--- config.mk ---
export PLATFORM = sky130hd
export DESIGN_NAME = otg_mode_control
export DESIGN_NICKNAME = d
export VERILOG_FILES = /design/src/otg_mode_pkg.sv /design/src/otg_mode_control.sv
export SDC_FILE = /design/constraint.sdc
export NUM_CORES = 1
export LEC_CHECK = 0
export BUFFER_PORTS_ARGS = -buffer_cell sky130_fd_sc_hd__buf_2
export CAP_MARGIN = 20
export CORE_MARGIN = 1.5
export CORE_UTILIZATION = 35
export CTS_CLUSTER_SIZE = 28
export DETAILED_ROUTE_END_ITERATION = 10
export HOLD_SLACK_MARGIN = 0.05
export PLACE_DENSITY = 0.47
export REMOVE_ABC_BUFFERS = 1
export SLEW_MARGIN = 40
export SYNTH_ARGS = -nofsm -noshare
export SYNTH_HDL_FRONTEND = slang
export SYNTH_SLANG_ARGS = --single-unit
--- constraint.sdc ---
create_clock -name clk_i -period 18.31 [get_ports clk_i]
set_clock_uncertainty 0.2 [all_clocks]
set_input_delay 1.831 -clock clk_i [delete_from_list [all_inputs] [get_ports clk_i]]
set_output_delay 1.831 -clock clk_i [all_outputs]
set_load 0.005 [all_outputs]
--- src/otg_mode_pkg.sv ---
package otg_mode_pkg;

  // ----------------------------------------------------------------
  // Register map
  // ----------------------------------------------------------------
  localparam logic [7:0] ADDR_GLOBAL_MODE_CONTROL = 8'h00;
  localparam logic [7:0] ADDR_REVERSE_MODE_CONTROL = 8'h0e;
  localparam logic [7:0] ADDR_REVERSE_MODE_CONFIG = 8'h0f;
  localparam logic [7:0] ADDR_REVERSE_RAMP_AND_LIMIT = 8'h10;
  localparam logic [7:0] ADDR_REVERSE_VOLTAGE_CODE_A = 8'h13;
  localparam logic [7:0] ADDR_REVERSE_VOLTAGE_CODE_B = 8'h14;
  localparam logic [7:0] ADDR_OUTPUT_CURRENT_SCALE = 8'h15;
  localparam logic [7:0] ADDR_BATTERY_LOW_THRESHOLD = 8'h1a;
  localparam logic [7:0] ADDR_REVERSE_MODE_STATUS = 8'h20;

  // ----------------------------------------------------------------
  // Field positions
  // ----------------------------------------------------------------
  localparam int BIT_HIGH_IMPEDANCE_FORCE = 0;
  localparam int BIT_TRANSPORT_LOW_POWER = 1;
  localparam int BIT_CHARGE_REQUEST = 2;
  localparam int BIT_PIN_PATH_ENABLE = 0;
  localparam int BIT_REGISTER_PATH_ENABLE = 1;
  localparam int BIT_PIN_OVERRIDE = 2;
  localparam int POS_SOFTSTART_TIME_SELECT = 3;
  localparam int POS_START_DELAY_SELECT = 5;
  localparam int POS_BATTERY_CUTOFF_OFFSET = 0;
  localparam int BIT_DISCHARGE_SINK_ENABLE = 3;
  localparam int POS_REVERSE_RAMP_RATE = 0;
  localparam int POS_BATTERY_LIMIT_SCALE = 2;
  localparam int BIT_OUTPUT_LIMIT_FLAG = 3;
  localparam int BIT_BATTERY_LIMIT_FLAG = 4;

  // ----------------------------------------------------------------
  // Reset values
  // ----------------------------------------------------------------
  localparam logic [7:0] RST_GLOBAL_MODE_CONTROL = 8'h00;
  localparam logic [7:0] RST_REVERSE_MODE_CONTROL = 8'h00;
  localparam logic [7:0] RST_REVERSE_MODE_CONFIG = 8'h00;
  localparam logic [7:0] RST_REVERSE_RAMP_AND_LIMIT = 8'h04;
  localparam logic [9:0] RST_REVERSE_VOLTAGE_CODE = 10'h06e;
  localparam logic [6:0] RST_OUTPUT_CURRENT_SCALE = 7'h64;
  localparam logic [6:0] RST_BATTERY_LOW_THRESHOLD = 7'h00;

  // ----------------------------------------------------------------
  // Analog scaling and timing
  // ----------------------------------------------------------------
  localparam logic [15:0] VOUT_BASE_MV = 16'd2960;
  localparam logic [15:0] VOUT_STEP_MV = 16'd20;
  localparam logic [15:0] VOUT_FAULT_MV = 16'd3000;
  localparam logic [7:0] OV_PERCENT = 8'd108;
  localparam logic [7:0] FULL_PERCENT = 8'd100;
  localparam logic [6:0] SCALE_MIN_CODE = 7'h01;
  localparam logic [6:0] SCALE_MAX_CODE = 7'h64;
  localparam int CLK_PERIOD_NS = 10;
  localparam int TICK_NS = 1000;
  localparam int TICK_CYCLES = TICK_NS / CLK_PERIOD_NS;
  localparam int TICKS_PER_MS = 1000000 / TICK_NS;
  localparam int START_DELAY_MS [4] = '{0, 10, 100, 1000};
  localparam int SOFTSTART_MS [4] = '{1, 2, 4, 8};
  localparam int HICCUP_OFF_MS = 3000;
  localparam int OV_PERSIST_MS = 100;
  // Ramp of one 20 mV step: 1, 0.5, 0.2 and 0.1 V/ms.
  localparam int RAMP_STEP_US [4] = '{20, 40, 100, 200};
  localparam int TICKS_PER_US = 1000 / TICK_NS + ((1000 % TICK_NS) != 0 ? 1 : 0);
  localparam logic [8:0] BAT_LIMIT_PERCENT [4] = '{9'd0, 9'd150, 9'd200, 9'd300};

  // ----------------------------------------------------------------
  // Types
  // ----------------------------------------------------------------
  typedef enum logic [1:0] {
    MODE_HIZ,
    MODE_CHARGE,
    MODE_REVERSE,
    MODE_TRANSPORT_LOW_POWER_MODE
  } mode_type;

  typedef enum logic [2:0] {
    REV_RESET,
    REV_DELAY,
    REV_SOFTSTART,
    REV_REGULATE,
    REV_RETRY
  } rev_state_type;

  typedef struct packed {
    logic       wr;
    logic [7:0] addr;
    logic [7:0] wdata;
  } reg_req_type;

  typedef struct packed {
    logic [15:0] vout_mv;
    logic [7:0]  vbat_code;
    logic [7:0]  iout_percent;
    logic [8:0]  ibat_percent;
  } sense_type;

  typedef struct packed {
    logic        converter_on;
    logic        sink_on;
    logic        output_cc;
    logic        input_cc;
    logic [15:0] target_mv;
  } drive_type;

endpackage

--- src/otg_mode_control.sv ---
`timescale 1ns/1ns
`default_nettype none
module otg_mode_control
  import otg_mode_pkg::*;
#(
  parameter int TICK_DIV = TICK_CYCLES
) (
  input  wire logic        clk_i,
  input  wire logic        resetn_i,
  input  wire logic        ce_i,
  input  wire reg_req_type reg_req_i,
  output logic [7:0]       reg_rdata_o,
  input  wire logic        reverse_request_pin_n_i,
  input  wire sense_type   sense_i,
  output drive_type        drive_o,
  output logic             reverse_mode_o,
  output logic             charge_mode_o,
  output logic             transport_low_power_mode_mode_o
);

  // ----------------------------------------------------------------
  // State
  // ----------------------------------------------------------------
  typedef struct packed {
    mode_type      mode;
    rev_state_type rstate;
    logic [7:0]    global_mode_control_reg;
    logic [7:0]    reverse_mode_control_reg;
    logic [7:0]    reverse_mode_config_reg;
    logic [7:0]    reverse_ramp_and_limit_reg;
    logic [7:0]    code_low_reg;
    logic [9:0]    reverse_voltage_code_reg;
    logic [6:0]    output_current_scale_reg;
    logic [6:0]    battery_low_threshold_reg;
    logic [15:0]   prescale_reg;
    logic [21:0]   timer_reg;
    logic [21:0]   ov_timer_reg;
    logic [15:0]   ramp_mv_reg;
    logic [7:0]    ramp_timer_reg;
    logic          sink_reg;
    logic          output_cc_reg;
    logic          input_cc_reg;
    logic [7:0]    rdata_reg;
  } state_type;

  state_type cur_reg;
  state_type cur_next;

  logic        tick;
  logic        force_hiz;
  logic        transport_low_power_mode_cmd;
  logic        charge_req;
  logic        pin_path;
  logic        reg_path;
  logic        reverse_req;
  logic        reverse_keep;
  logic [15:0] final_mv;
  logic [23:0] vout_scaled;
  logic [23:0] ov_limit;
  logic        over_voltage;
  logic        output_fault;
  logic [7:0]  cutoff;
  logic        battery_low;
  logic [6:0]  scale_eff;
  logic [1:0]  ss_sel;
  logic [1:0]  dly_sel;
  logic [1:0]  rate_sel;
  logic [1:0]  blim_sel;
  logic [2:0]  state_code;
  logic [7:0]  status_byte;

  // ----------------------------------------------------------------
  // Decoded controls
  // ----------------------------------------------------------------
  assign force_hiz  = cur_reg.global_mode_control_reg[BIT_HIGH_IMPEDANCE_FORCE];
  assign transport_low_power_mode_cmd   = cur_reg.global_mode_control_reg[BIT_TRANSPORT_LOW_POWER];
  assign charge_req = cur_reg.global_mode_control_reg[BIT_CHARGE_REQUEST];
  assign ss_sel     = cur_reg.reverse_mode_control_reg[POS_SOFTSTART_TIME_SELECT +: 2];
  assign dly_sel    = cur_reg.reverse_mode_control_reg[POS_START_DELAY_SELECT +: 2];
  assign rate_sel   = cur_reg.reverse_ramp_and_limit_reg[POS_REVERSE_RAMP_RATE +: 2];
  assign blim_sel   = cur_reg.reverse_ramp_and_limit_reg[POS_BATTERY_LIMIT_SCALE +: 2];

  // The register enable bit gates the pin path too in reverse_keep, though not in pin_path entry,
  // since clearing it must end the mode whichever path started it.
  assign pin_path = cur_reg.reverse_mode_control_reg[BIT_PIN_PATH_ENABLE]
                  && !cur_reg.reverse_mode_control_reg[BIT_PIN_OVERRIDE]
                  && !reverse_request_pin_n_i;
  assign reg_path = cur_reg.reverse_mode_control_reg[BIT_REGISTER_PATH_ENABLE]
                  && cur_reg.reverse_mode_control_reg[BIT_PIN_OVERRIDE];
  assign reverse_req = (pin_path || reg_path) && !force_hiz
                     && (blim_sel != 2'b00);
  assign reverse_keep = !force_hiz
                      && cur_reg.reverse_mode_control_reg[BIT_REGISTER_PATH_ENABLE]
                      && (cur_reg.reverse_mode_control_reg[BIT_PIN_OVERRIDE]
                          || !reverse_request_pin_n_i)
                      && (blim_sel != 2'b00);

  // ----------------------------------------------------------------
  // Analog comparisons
  // ----------------------------------------------------------------
  assign final_mv = VOUT_BASE_MV + 16'(cur_reg.reverse_voltage_code_reg * VOUT_STEP_MV);
  assign vout_scaled = 24'(sense_i.vout_mv * FULL_PERCENT);
  assign ov_limit = 24'(cur_reg.ramp_mv_reg * OV_PERCENT);
  assign over_voltage = vout_scaled > ov_limit;
  assign output_fault = sense_i.vout_mv < VOUT_FAULT_MV;
  assign cutoff = {1'b0, cur_reg.battery_low_threshold_reg}
                - {5'b0, cur_reg.reverse_mode_config_reg[POS_BATTERY_CUTOFF_OFFSET +: 3]};
  assign battery_low = sense_i.vbat_code < cutoff;

  always_comb begin
    if (cur_reg.output_current_scale_reg < SCALE_MIN_CODE) begin
      scale_eff = SCALE_MIN_CODE;
    end else if (cur_reg.output_current_scale_reg > SCALE_MAX_CODE) begin
      scale_eff = SCALE_MAX_CODE;
    end else begin
      scale_eff = cur_reg.output_current_scale_reg;
    end
  end

  // ----------------------------------------------------------------
  // Status
  // ----------------------------------------------------------------
  always_comb begin
    case (cur_reg.rstate)
      REV_SOFTSTART: state_code = 3'h1;
      REV_REGULATE:  state_code = 3'h2;
      REV_RETRY:     state_code = 3'h3;
      default:       state_code = 3'h0;
    endcase
    if (cur_reg.mode != MODE_REVERSE) begin
      state_code = 3'h0;
    end
    status_byte = 8'h00;
    status_byte[2:0] = state_code;
    status_byte[BIT_OUTPUT_LIMIT_FLAG] = cur_reg.output_cc_reg;
    status_byte[BIT_BATTERY_LIMIT_FLAG] = cur_reg.input_cc_reg;
  end

  assign tick = cur_reg.prescale_reg == 16'(TICK_DIV - 1);

  // ----------------------------------------------------------------
  // Next state
  // ----------------------------------------------------------------
  always_comb begin
    cur_next = cur_reg;
    cur_next.prescale_reg = tick ? 16'h0000 : cur_reg.prescale_reg + 16'h0001;

    // Register writes. The code takes effect only on the high byte, so the
    // low byte alone never moves the target.
    if (reg_req_i.wr) begin
      case (reg_req_i.addr)
        ADDR_GLOBAL_MODE_CONTROL:    cur_next.global_mode_control_reg = reg_req_i.wdata;
        ADDR_REVERSE_MODE_CONTROL:   cur_next.reverse_mode_control_reg = reg_req_i.wdata;
        ADDR_REVERSE_MODE_CONFIG:    cur_next.reverse_mode_config_reg = reg_req_i.wdata;
        ADDR_REVERSE_RAMP_AND_LIMIT: cur_next.reverse_ramp_and_limit_reg = reg_req_i.wdata;
        ADDR_REVERSE_VOLTAGE_CODE_A: cur_next.code_low_reg = reg_req_i.wdata;
        ADDR_REVERSE_VOLTAGE_CODE_B: begin
          cur_next.reverse_voltage_code_reg = {reg_req_i.wdata[1:0], cur_reg.code_low_reg};
        end
        ADDR_OUTPUT_CURRENT_SCALE:   cur_next.output_current_scale_reg = reg_req_i.wdata[6:0];
        ADDR_BATTERY_LOW_THRESHOLD:  cur_next.battery_low_threshold_reg = reg_req_i.wdata[6:0];
        default: begin
        end
      endcase
    end

    case (reg_req_i.addr)
      ADDR_GLOBAL_MODE_CONTROL:    cur_next.rdata_reg = cur_reg.global_mode_control_reg;
      ADDR_REVERSE_MODE_CONTROL:   cur_next.rdata_reg = cur_reg.reverse_mode_control_reg;
      ADDR_REVERSE_MODE_CONFIG:    cur_next.rdata_reg = cur_reg.reverse_mode_config_reg;
      ADDR_REVERSE_RAMP_AND_LIMIT: cur_next.rdata_reg = cur_reg.reverse_ramp_and_limit_reg;
      ADDR_REVERSE_VOLTAGE_CODE_A: cur_next.rdata_reg = cur_reg.reverse_voltage_code_reg[7:0];
      ADDR_REVERSE_VOLTAGE_CODE_B: cur_next.rdata_reg = {6'b0, cur_reg.reverse_voltage_code_reg[9:8]};
      ADDR_OUTPUT_CURRENT_SCALE:   cur_next.rdata_reg = {1'b0, cur_reg.output_current_scale_reg};
      ADDR_BATTERY_LOW_THRESHOLD:  cur_next.rdata_reg = {1'b0, cur_reg.battery_low_threshold_reg};
      ADDR_REVERSE_MODE_STATUS:    cur_next.rdata_reg = status_byte;
      default:                     cur_next.rdata_reg = 8'h00;
    endcase

    // Top-level mode.
    case (cur_reg.mode)
      MODE_HIZ: begin
        if (transport_low_power_mode_cmd) begin
          cur_next.mode = MODE_TRANSPORT_LOW_POWER_MODE;
        end else if (reverse_req) begin
          cur_next.mode = MODE_REVERSE;
          cur_next.rstate = REV_RESET;
        end else if (charge_req && !force_hiz) begin
          cur_next.mode = MODE_CHARGE;
        end
      end
      MODE_CHARGE: begin
        if (transport_low_power_mode_cmd || force_hiz || !charge_req) begin
          cur_next.mode = MODE_HIZ;
        end
      end
      MODE_REVERSE: begin
        if (transport_low_power_mode_cmd) begin
          cur_next.mode = MODE_TRANSPORT_LOW_POWER_MODE;
        end else if (!reverse_keep) begin
          cur_next.mode = MODE_HIZ;
        end
      end
      MODE_TRANSPORT_LOW_POWER_MODE: begin
        if (!transport_low_power_mode_cmd) begin
          cur_next.mode = MODE_HIZ;
        end
      end
      default: cur_next.mode = MODE_HIZ;
    endcase

    // Reverse-mode sequencer.
    if (cur_reg.mode != MODE_REVERSE) begin
      cur_next.rstate = REV_RESET;
      cur_next.timer_reg = 22'h0;
      cur_next.ov_timer_reg = 22'h0;
      cur_next.sink_reg = 1'b0;
      cur_next.output_cc_reg = 1'b0;
      cur_next.input_cc_reg = 1'b0;
      cur_next.ramp_mv_reg = final_mv;
    end else begin
      if (tick) begin
        cur_next.timer_reg = cur_reg.timer_reg + 22'h1;
      end
      case (cur_reg.rstate)
        REV_RESET: begin
          cur_next.timer_reg = 22'h0;
          cur_next.ov_timer_reg = 22'h0;
          cur_next.sink_reg = 1'b0;
          cur_next.output_cc_reg = 1'b0;
          cur_next.input_cc_reg = 1'b0;
          cur_next.ramp_mv_reg = final_mv;
          if (!battery_low) begin
            cur_next.rstate = REV_DELAY;
          end
        end
        REV_DELAY: begin
          if (cur_reg.timer_reg >= 22'(START_DELAY_MS[dly_sel] * TICKS_PER_MS)) begin
            cur_next.rstate = REV_SOFTSTART;
            cur_next.timer_reg = 22'h0;
          end
        end
        REV_SOFTSTART: begin
          cur_next.ramp_mv_reg = final_mv;
          if (cur_reg.timer_reg >= 22'(SOFTSTART_MS[ss_sel] * TICKS_PER_MS)) begin
            cur_next.rstate = REV_REGULATE;
            cur_next.timer_reg = 22'h0;
          end
        end
        REV_REGULATE: begin
          cur_next.timer_reg = 22'h0;
          cur_next.output_cc_reg = sense_i.iout_percent > {1'b0, scale_eff};
          cur_next.input_cc_reg = sense_i.ibat_percent > BAT_LIMIT_PERCENT[blim_sel];
          if (output_fault) begin
            cur_next.rstate = REV_RETRY;
            cur_next.output_cc_reg = 1'b0;
            cur_next.input_cc_reg = 1'b0;
            cur_next.sink_reg = 1'b0;
          end
        end
        REV_RETRY: begin
          if (cur_reg.timer_reg >= 22'(HICCUP_OFF_MS * TICKS_PER_MS)) begin
            cur_next.rstate = REV_RESET;
          end
        end
        default: cur_next.rstate = REV_RESET;
      endcase

      // Target ramp, one 20 mV step per interval.
      if (cur_reg.rstate == REV_REGULATE) begin
        if (cur_reg.ramp_mv_reg == final_mv) begin
          cur_next.ramp_timer_reg = 8'h00;
          if (sense_i.vout_mv <= final_mv) begin
            cur_next.sink_reg = 1'b0;
          end
        end else begin
          if (final_mv < cur_reg.ramp_mv_reg
              && cur_reg.reverse_mode_config_reg[BIT_DISCHARGE_SINK_ENABLE]) begin
            cur_next.sink_reg = 1'b1;
          end
          if (tick) begin
            cur_next.ramp_timer_reg = cur_reg.ramp_timer_reg + 8'h01;
          end
          if (cur_reg.ramp_timer_reg >= 8'(RAMP_STEP_US[rate_sel] * TICKS_PER_US)) begin
            cur_next.ramp_timer_reg = 8'h00;
            cur_next.ramp_mv_reg = final_mv > cur_reg.ramp_mv_reg
                                 ? cur_reg.ramp_mv_reg + VOUT_STEP_MV
                                 : cur_reg.ramp_mv_reg - VOUT_STEP_MV;
          end
        end
      end

      // Overvoltage persistence runs in any running state.
      if (over_voltage && cur_reg.rstate != REV_RESET) begin
        if (tick) begin
          cur_next.ov_timer_reg = cur_reg.ov_timer_reg + 22'h1;
        end
        if (cur_reg.ov_timer_reg >= 22'(OV_PERSIST_MS * TICKS_PER_MS)) begin
          cur_next.mode = MODE_HIZ;
        end
      end else begin
        cur_next.ov_timer_reg = 22'h0;
      end

      // Battery cutoff wins over every other step.
      if (battery_low) begin
        cur_next.rstate = REV_RESET;
      end
    end
  end

  // ----------------------------------------------------------------
  // Registers
  // ----------------------------------------------------------------
  always_ff @(posedge clk_i or negedge resetn_i) begin
    if (!resetn_i) begin
      cur_reg <= '0;
      cur_reg.mode <= MODE_HIZ;
      cur_reg.rstate <= REV_RESET;
      cur_reg.global_mode_control_reg <= RST_GLOBAL_MODE_CONTROL;
      cur_reg.reverse_mode_control_reg <= RST_REVERSE_MODE_CONTROL;
      cur_reg.reverse_mode_config_reg <= RST_REVERSE_MODE_CONFIG;
      cur_reg.reverse_ramp_and_limit_reg <= RST_REVERSE_RAMP_AND_LIMIT;
      cur_reg.code_low_reg <= RST_REVERSE_VOLTAGE_CODE[7:0];
      cur_reg.reverse_voltage_code_reg <= RST_REVERSE_VOLTAGE_CODE;
      cur_reg.output_current_scale_reg <= RST_OUTPUT_CURRENT_SCALE;
      cur_reg.battery_low_threshold_reg <= RST_BATTERY_LOW_THRESHOLD;
    end else if (ce_i) begin
      cur_reg <= cur_next;
    end
  end

  // ----------------------------------------------------------------
  // Outputs
  // ----------------------------------------------------------------
  // Switching is cut in the same cycle an overvoltage is seen.
  assign drive_o.converter_on = cur_reg.mode == MODE_REVERSE
                              && (cur_reg.rstate == REV_SOFTSTART
                                  || cur_reg.rstate == REV_REGULATE)
                              && !over_voltage;
  assign drive_o.sink_on = cur_reg.sink_reg;
  assign drive_o.output_cc = cur_reg.output_cc_reg;
  assign drive_o.input_cc = cur_reg.input_cc_reg;
  assign drive_o.target_mv = cur_reg.ramp_mv_reg;
  assign reg_rdata_o = cur_reg.rdata_reg;
  assign reverse_mode_o = cur_reg.mode == MODE_REVERSE;
  assign charge_mode_o = cur_reg.mode == MODE_CHARGE;
  assign transport_low_power_mode_mode_o = cur_reg.mode == MODE_TRANSPORT_LOW_POWER_MODE;

endmodule
`default_nettype wire

==> results by group <==
Clocking
  – CTS clock-pin slew for the worst setup and hold paths: 0.08 ns
  – Clock root buffer master: clkbuf_16
  – Clock network latency to the later pin of the worst-skew pair: 0.47 ns
  – Clock tree buffer depth: 2
  – Post-CTS sizing: 0
  – CTS sink count: 164
  – Num CTS Buffers: 17
  – Post-CTS Setup Inserts: 0
  – TritonCTS clock tree: yes
  – H-tree levels: 4
  – Hold-fix buffers at CTS: 0

Synth
  – Async SR Flop Fraction: 100%
  – Synth unique cells: 89
  – Largest family of logic cells by synthesized area: adder cells
  – Post-synth EDFFs: 0
  – Synth Warn #: 0
  – Synthesized netlist cell count: 1826
  – Avg Cell Area, Syn: 8.98 µm²
  – Post-Synth Simple-Gate Area: 14.8%
  – Adder-cell share of the synthesized area: 26.3%
  – Mux cell area share after synthesis: 4.58%
  – Sequential-to-total area share from yosys stat: 25.1%
  – Compound-Gate Fraction of Synth Area: 16.9%
  – Cell area after synthesis: 16400 µm²
  – Ys flop type: dfrtp_1
  – Yosys reg bits: 164
  – Synth Area in XOR/XNOR: 4.54%

Pwr
  – PD cells: 63.9 nW/µm²
  – Pint: 0.729 mW
  – Net Sw Power: 0.415 mW
  – Combinational Power Share: 33.9%
  – Switch share: 36.3%
  – Lkg Pwr: 8.85 nW
  – Clock network fraction of design power: 31.7%
  – VDD IR max: 0.0000685 V
  – Sequential share of power: 34.3%

STA
  – Total Neg Setup Slack: 0 ns
  – Final Cycle Share: 48.4%
  – Final setup fails: 0
  – Hold WS: 0.287 ns
  – Worst slew pin tran: 0.801 ns
  – Final min period: 8.86 ns
  – Slew HR: 46.3%
  – RSZ-0062 raised after global routing: false
  – Final Max Tran Viols: 0
  – Fmax: 113 MHz
  – Final Hold Fails: 0

Detailed routing
  – First-pass DRT Iterations: 5
  – Wire length per cell: 17.5 µm
  – Initial drt markers: 833
  – Via count: 13300
  – Post-DRT Antenna Nets: 0
  – Drc violations: 0
  – DRT Wirelength: 43.9 mm
  – Vias/cell: 5.31

Layout
  – Area occupied by multi-input gates: 11000 µm²
  – Final #Nets: 2265
  – Share of cells above drive strength 1: 12.6%
  – Register area: 4120 µm²
  – Number of diodes: 0
  – Fillers: 4727
  – Layout area overhead: 9.26%
  – Max reg flops: 134

Global route
  – Largest net degree at the start of global routing: 73
  – First-pass GRT wire length: 71.2 mm
  – Total gr overflow: 0
  – Vias in the first global route: 13100
  – Total GRT Usage: 19.1%
  – Initial antenna violation count: 0

Worst setup path
  – Worst Setup Start Kind: input port
  – Worst path arrival time: 6.83 ns
  – WS Path Type: input port to primary output
  – CP required: 16.28 ns
  – Crit Path Max Fanout: 4
  – CP endpoint kind: primary output

Floorplanning
  – Full die area: 48200 µm²
  – Initial core utilization: 35.4%
  – Total I/O pin count: 93
  – Die extent in x: 219 µm
  – Core ar.: 46400 µm²
  – Rows: 79
  – Die H: 219 µm

Placed design
  – HPWL Detailed: 34.7 mm
  – Final Wtd Congestion: 0.813
  – IO Port Bufs: 92

Run
  – Max-cap violations: 0

Hold path
  – HP Class: flip-flop to flip-flop

Run status
  – Outcome: completed
## worst max-delay path, stage by stage
cell      delay (ns)
buf_2           0.13
ha_1            0.29
ha_1            0.27
inv_1           0.05
fa_1            0.50
inv_1           0.04
ha_1            0.31
nor2b_1         0.13
o21ai_0         0.10
a21boi_0        0.32
nor4_1          0.12
o31ai_1         0.43
nor2_1          0.12
o311ai_0        0.36
a21oi_1         0.13
xnor2_1         0.14
ha_1            0.29
nand4_1         0.12
nor4_1          0.31
nand4_1         0.18
o21ai_0         0.24
and3_1          0.24
buf_2           0.15
## worst paths after layout
kind / slack, ns / startpoint / cells past startpoint / to
setup / recovery: 9.45 / sense_i[27] / 23 / drive_o[19]
hold / removal: 0.29 / cur_reg[56]$_DFFE_PN0P_ / 1 / cur_reg[56]$_DFFE_PN0P_
hold reg to reg: 0.29 / cur_reg[56]$_DFFE_PN0P_ / 1 / cur_reg[56]$_DFFE_PN0P_
min in group asynchronous: 1.05 / resetn_i / 1 / cur_reg[40]$_DFFE_PN0P_
setup reg to reg: 10.31 / cur_reg[109]$_DFFE_PN0P_ / 28 / drive_o[15]$_DFFE_PN0P_
max in group asynchronous: 15.82 / resetn_i / 2 / cur_reg[109]$_DFFE_PN0P_
## per-stage QoR
step / setup WS, ns / power (mW) / instance area, µm² / utilization (%) / cells
global placement: 9.49 / 0.785 / 17300 / 37.4 / 2471
floorplan: 10.39 / 0.681 / 16000 / - / 1764
finish: 9.45 / 1.14 / 17900 / 38.6 / 2503
detailed placement: 9.40 / 0.790 / 17300 / 37.4 / 2471
CTS: 9.38 / 1.16 / 17900 / 38.6 / 2503
global route: 9.05 / 1.24 / 17900 / 38.6 / 2503
## logic make-up after synthesis
| logic type | after synthesis |
|---|---|
| flops | 164 |
| other cells | 2 |
| xor+xnor | 85 |
| fa+ha+maj | 320 |
| buf+inv | 301 |
| simple gates | 473 |
| mux | 67 |
| compound gates | 414 |
## routing by layer
metal	up-vias	share of wire, %	track usage (%)
met5	-	0	0
li1	6590	-	-
met1	6392	49	26.4
met2	266	46	31.4
met4	0	1.6	4.95
met3	31	3.7	2.30
## Yosys cell counts, types with 12 or more instances
cell type	count	area, µm²
a21o_1	31	233
a21oi_1	93	465
a22o_1	17	149
a31oi_1	24	150
and2_1	14	87.6
and3_1	23	144
buf_4	31	233
clkbuf_1	25	93.8
dfrtp_1	150	3750
dfstp_2	14	368
fa_1	41	821
ha_1	279	3490
inv_1	235	882
mux2_2	64	721
nand2_1	106	398
nand2b_1	12	75.1
nand3_1	62	310
nand4_1	26	163
nor2_1	109	409
nor2b_1	23	144
nor3_1	32	160
nor4_1	17	106
o21a_1	36	270
o21ai_0	82	410
o31ai_1	15	113
xnor2_1	60	526
xor2_1	25	219
## cell usage in the layout (no fill, tap or decap), types with 8 or more instances in the layout
cell / n
xor2_1: 25
nand2_1: 106
o21ai_0: 82
a22o_1: 17
nand4_1: 26
a211oi_1: 8
and2_1: 13
xnor2_1: 60
fa_1: 41
ha_1: 279
dfrtp_1: 150
buf_2: 91
a31oi_1: 24
nand3_1: 62
and3_1: 23
inv_1: 235
a22oi_1: 9
nand2b_1: 12
o21a_1: 36
clkbuf_16: 17
nor4_1: 16
a21oi_1: 93
dfstp_2: 14
o31ai_1: 15
nor3_1: 32
o22ai_1: 10
a21o_1: 31
o211ai_1: 11
nor2_1: 109
nor2b_1: 23
mux2_2: 64
## power by group through the flow
| stage | Clock (mW) | Sequential, mW | Combinational (mW) |
|---|---|---|---|
| after global routing | 0.389 | 0.395 | 0.451 |
| after CTS | 0.372 | 0.393 | 0.394 |
| after global placement | 0 | 0.399 | 0.385 |
| after floorplan | 0 | 0.394 | 0.287 |
| final | 0.363 | 0.393 | 0.388 |
| after detailed placement | 0 | 0.400 | 0.391 |
## cell type report
cell class              instances  area share [%]
clock buffers                  18            2.45
clock inverters                14           0.796
inverters                     237            4.97
multi-input cells            1363            61.6
flip-flops and latches        164            23.0
well taps                     607            4.24
repair buffers                100            2.98
Power figures use the tool's default switching activity.
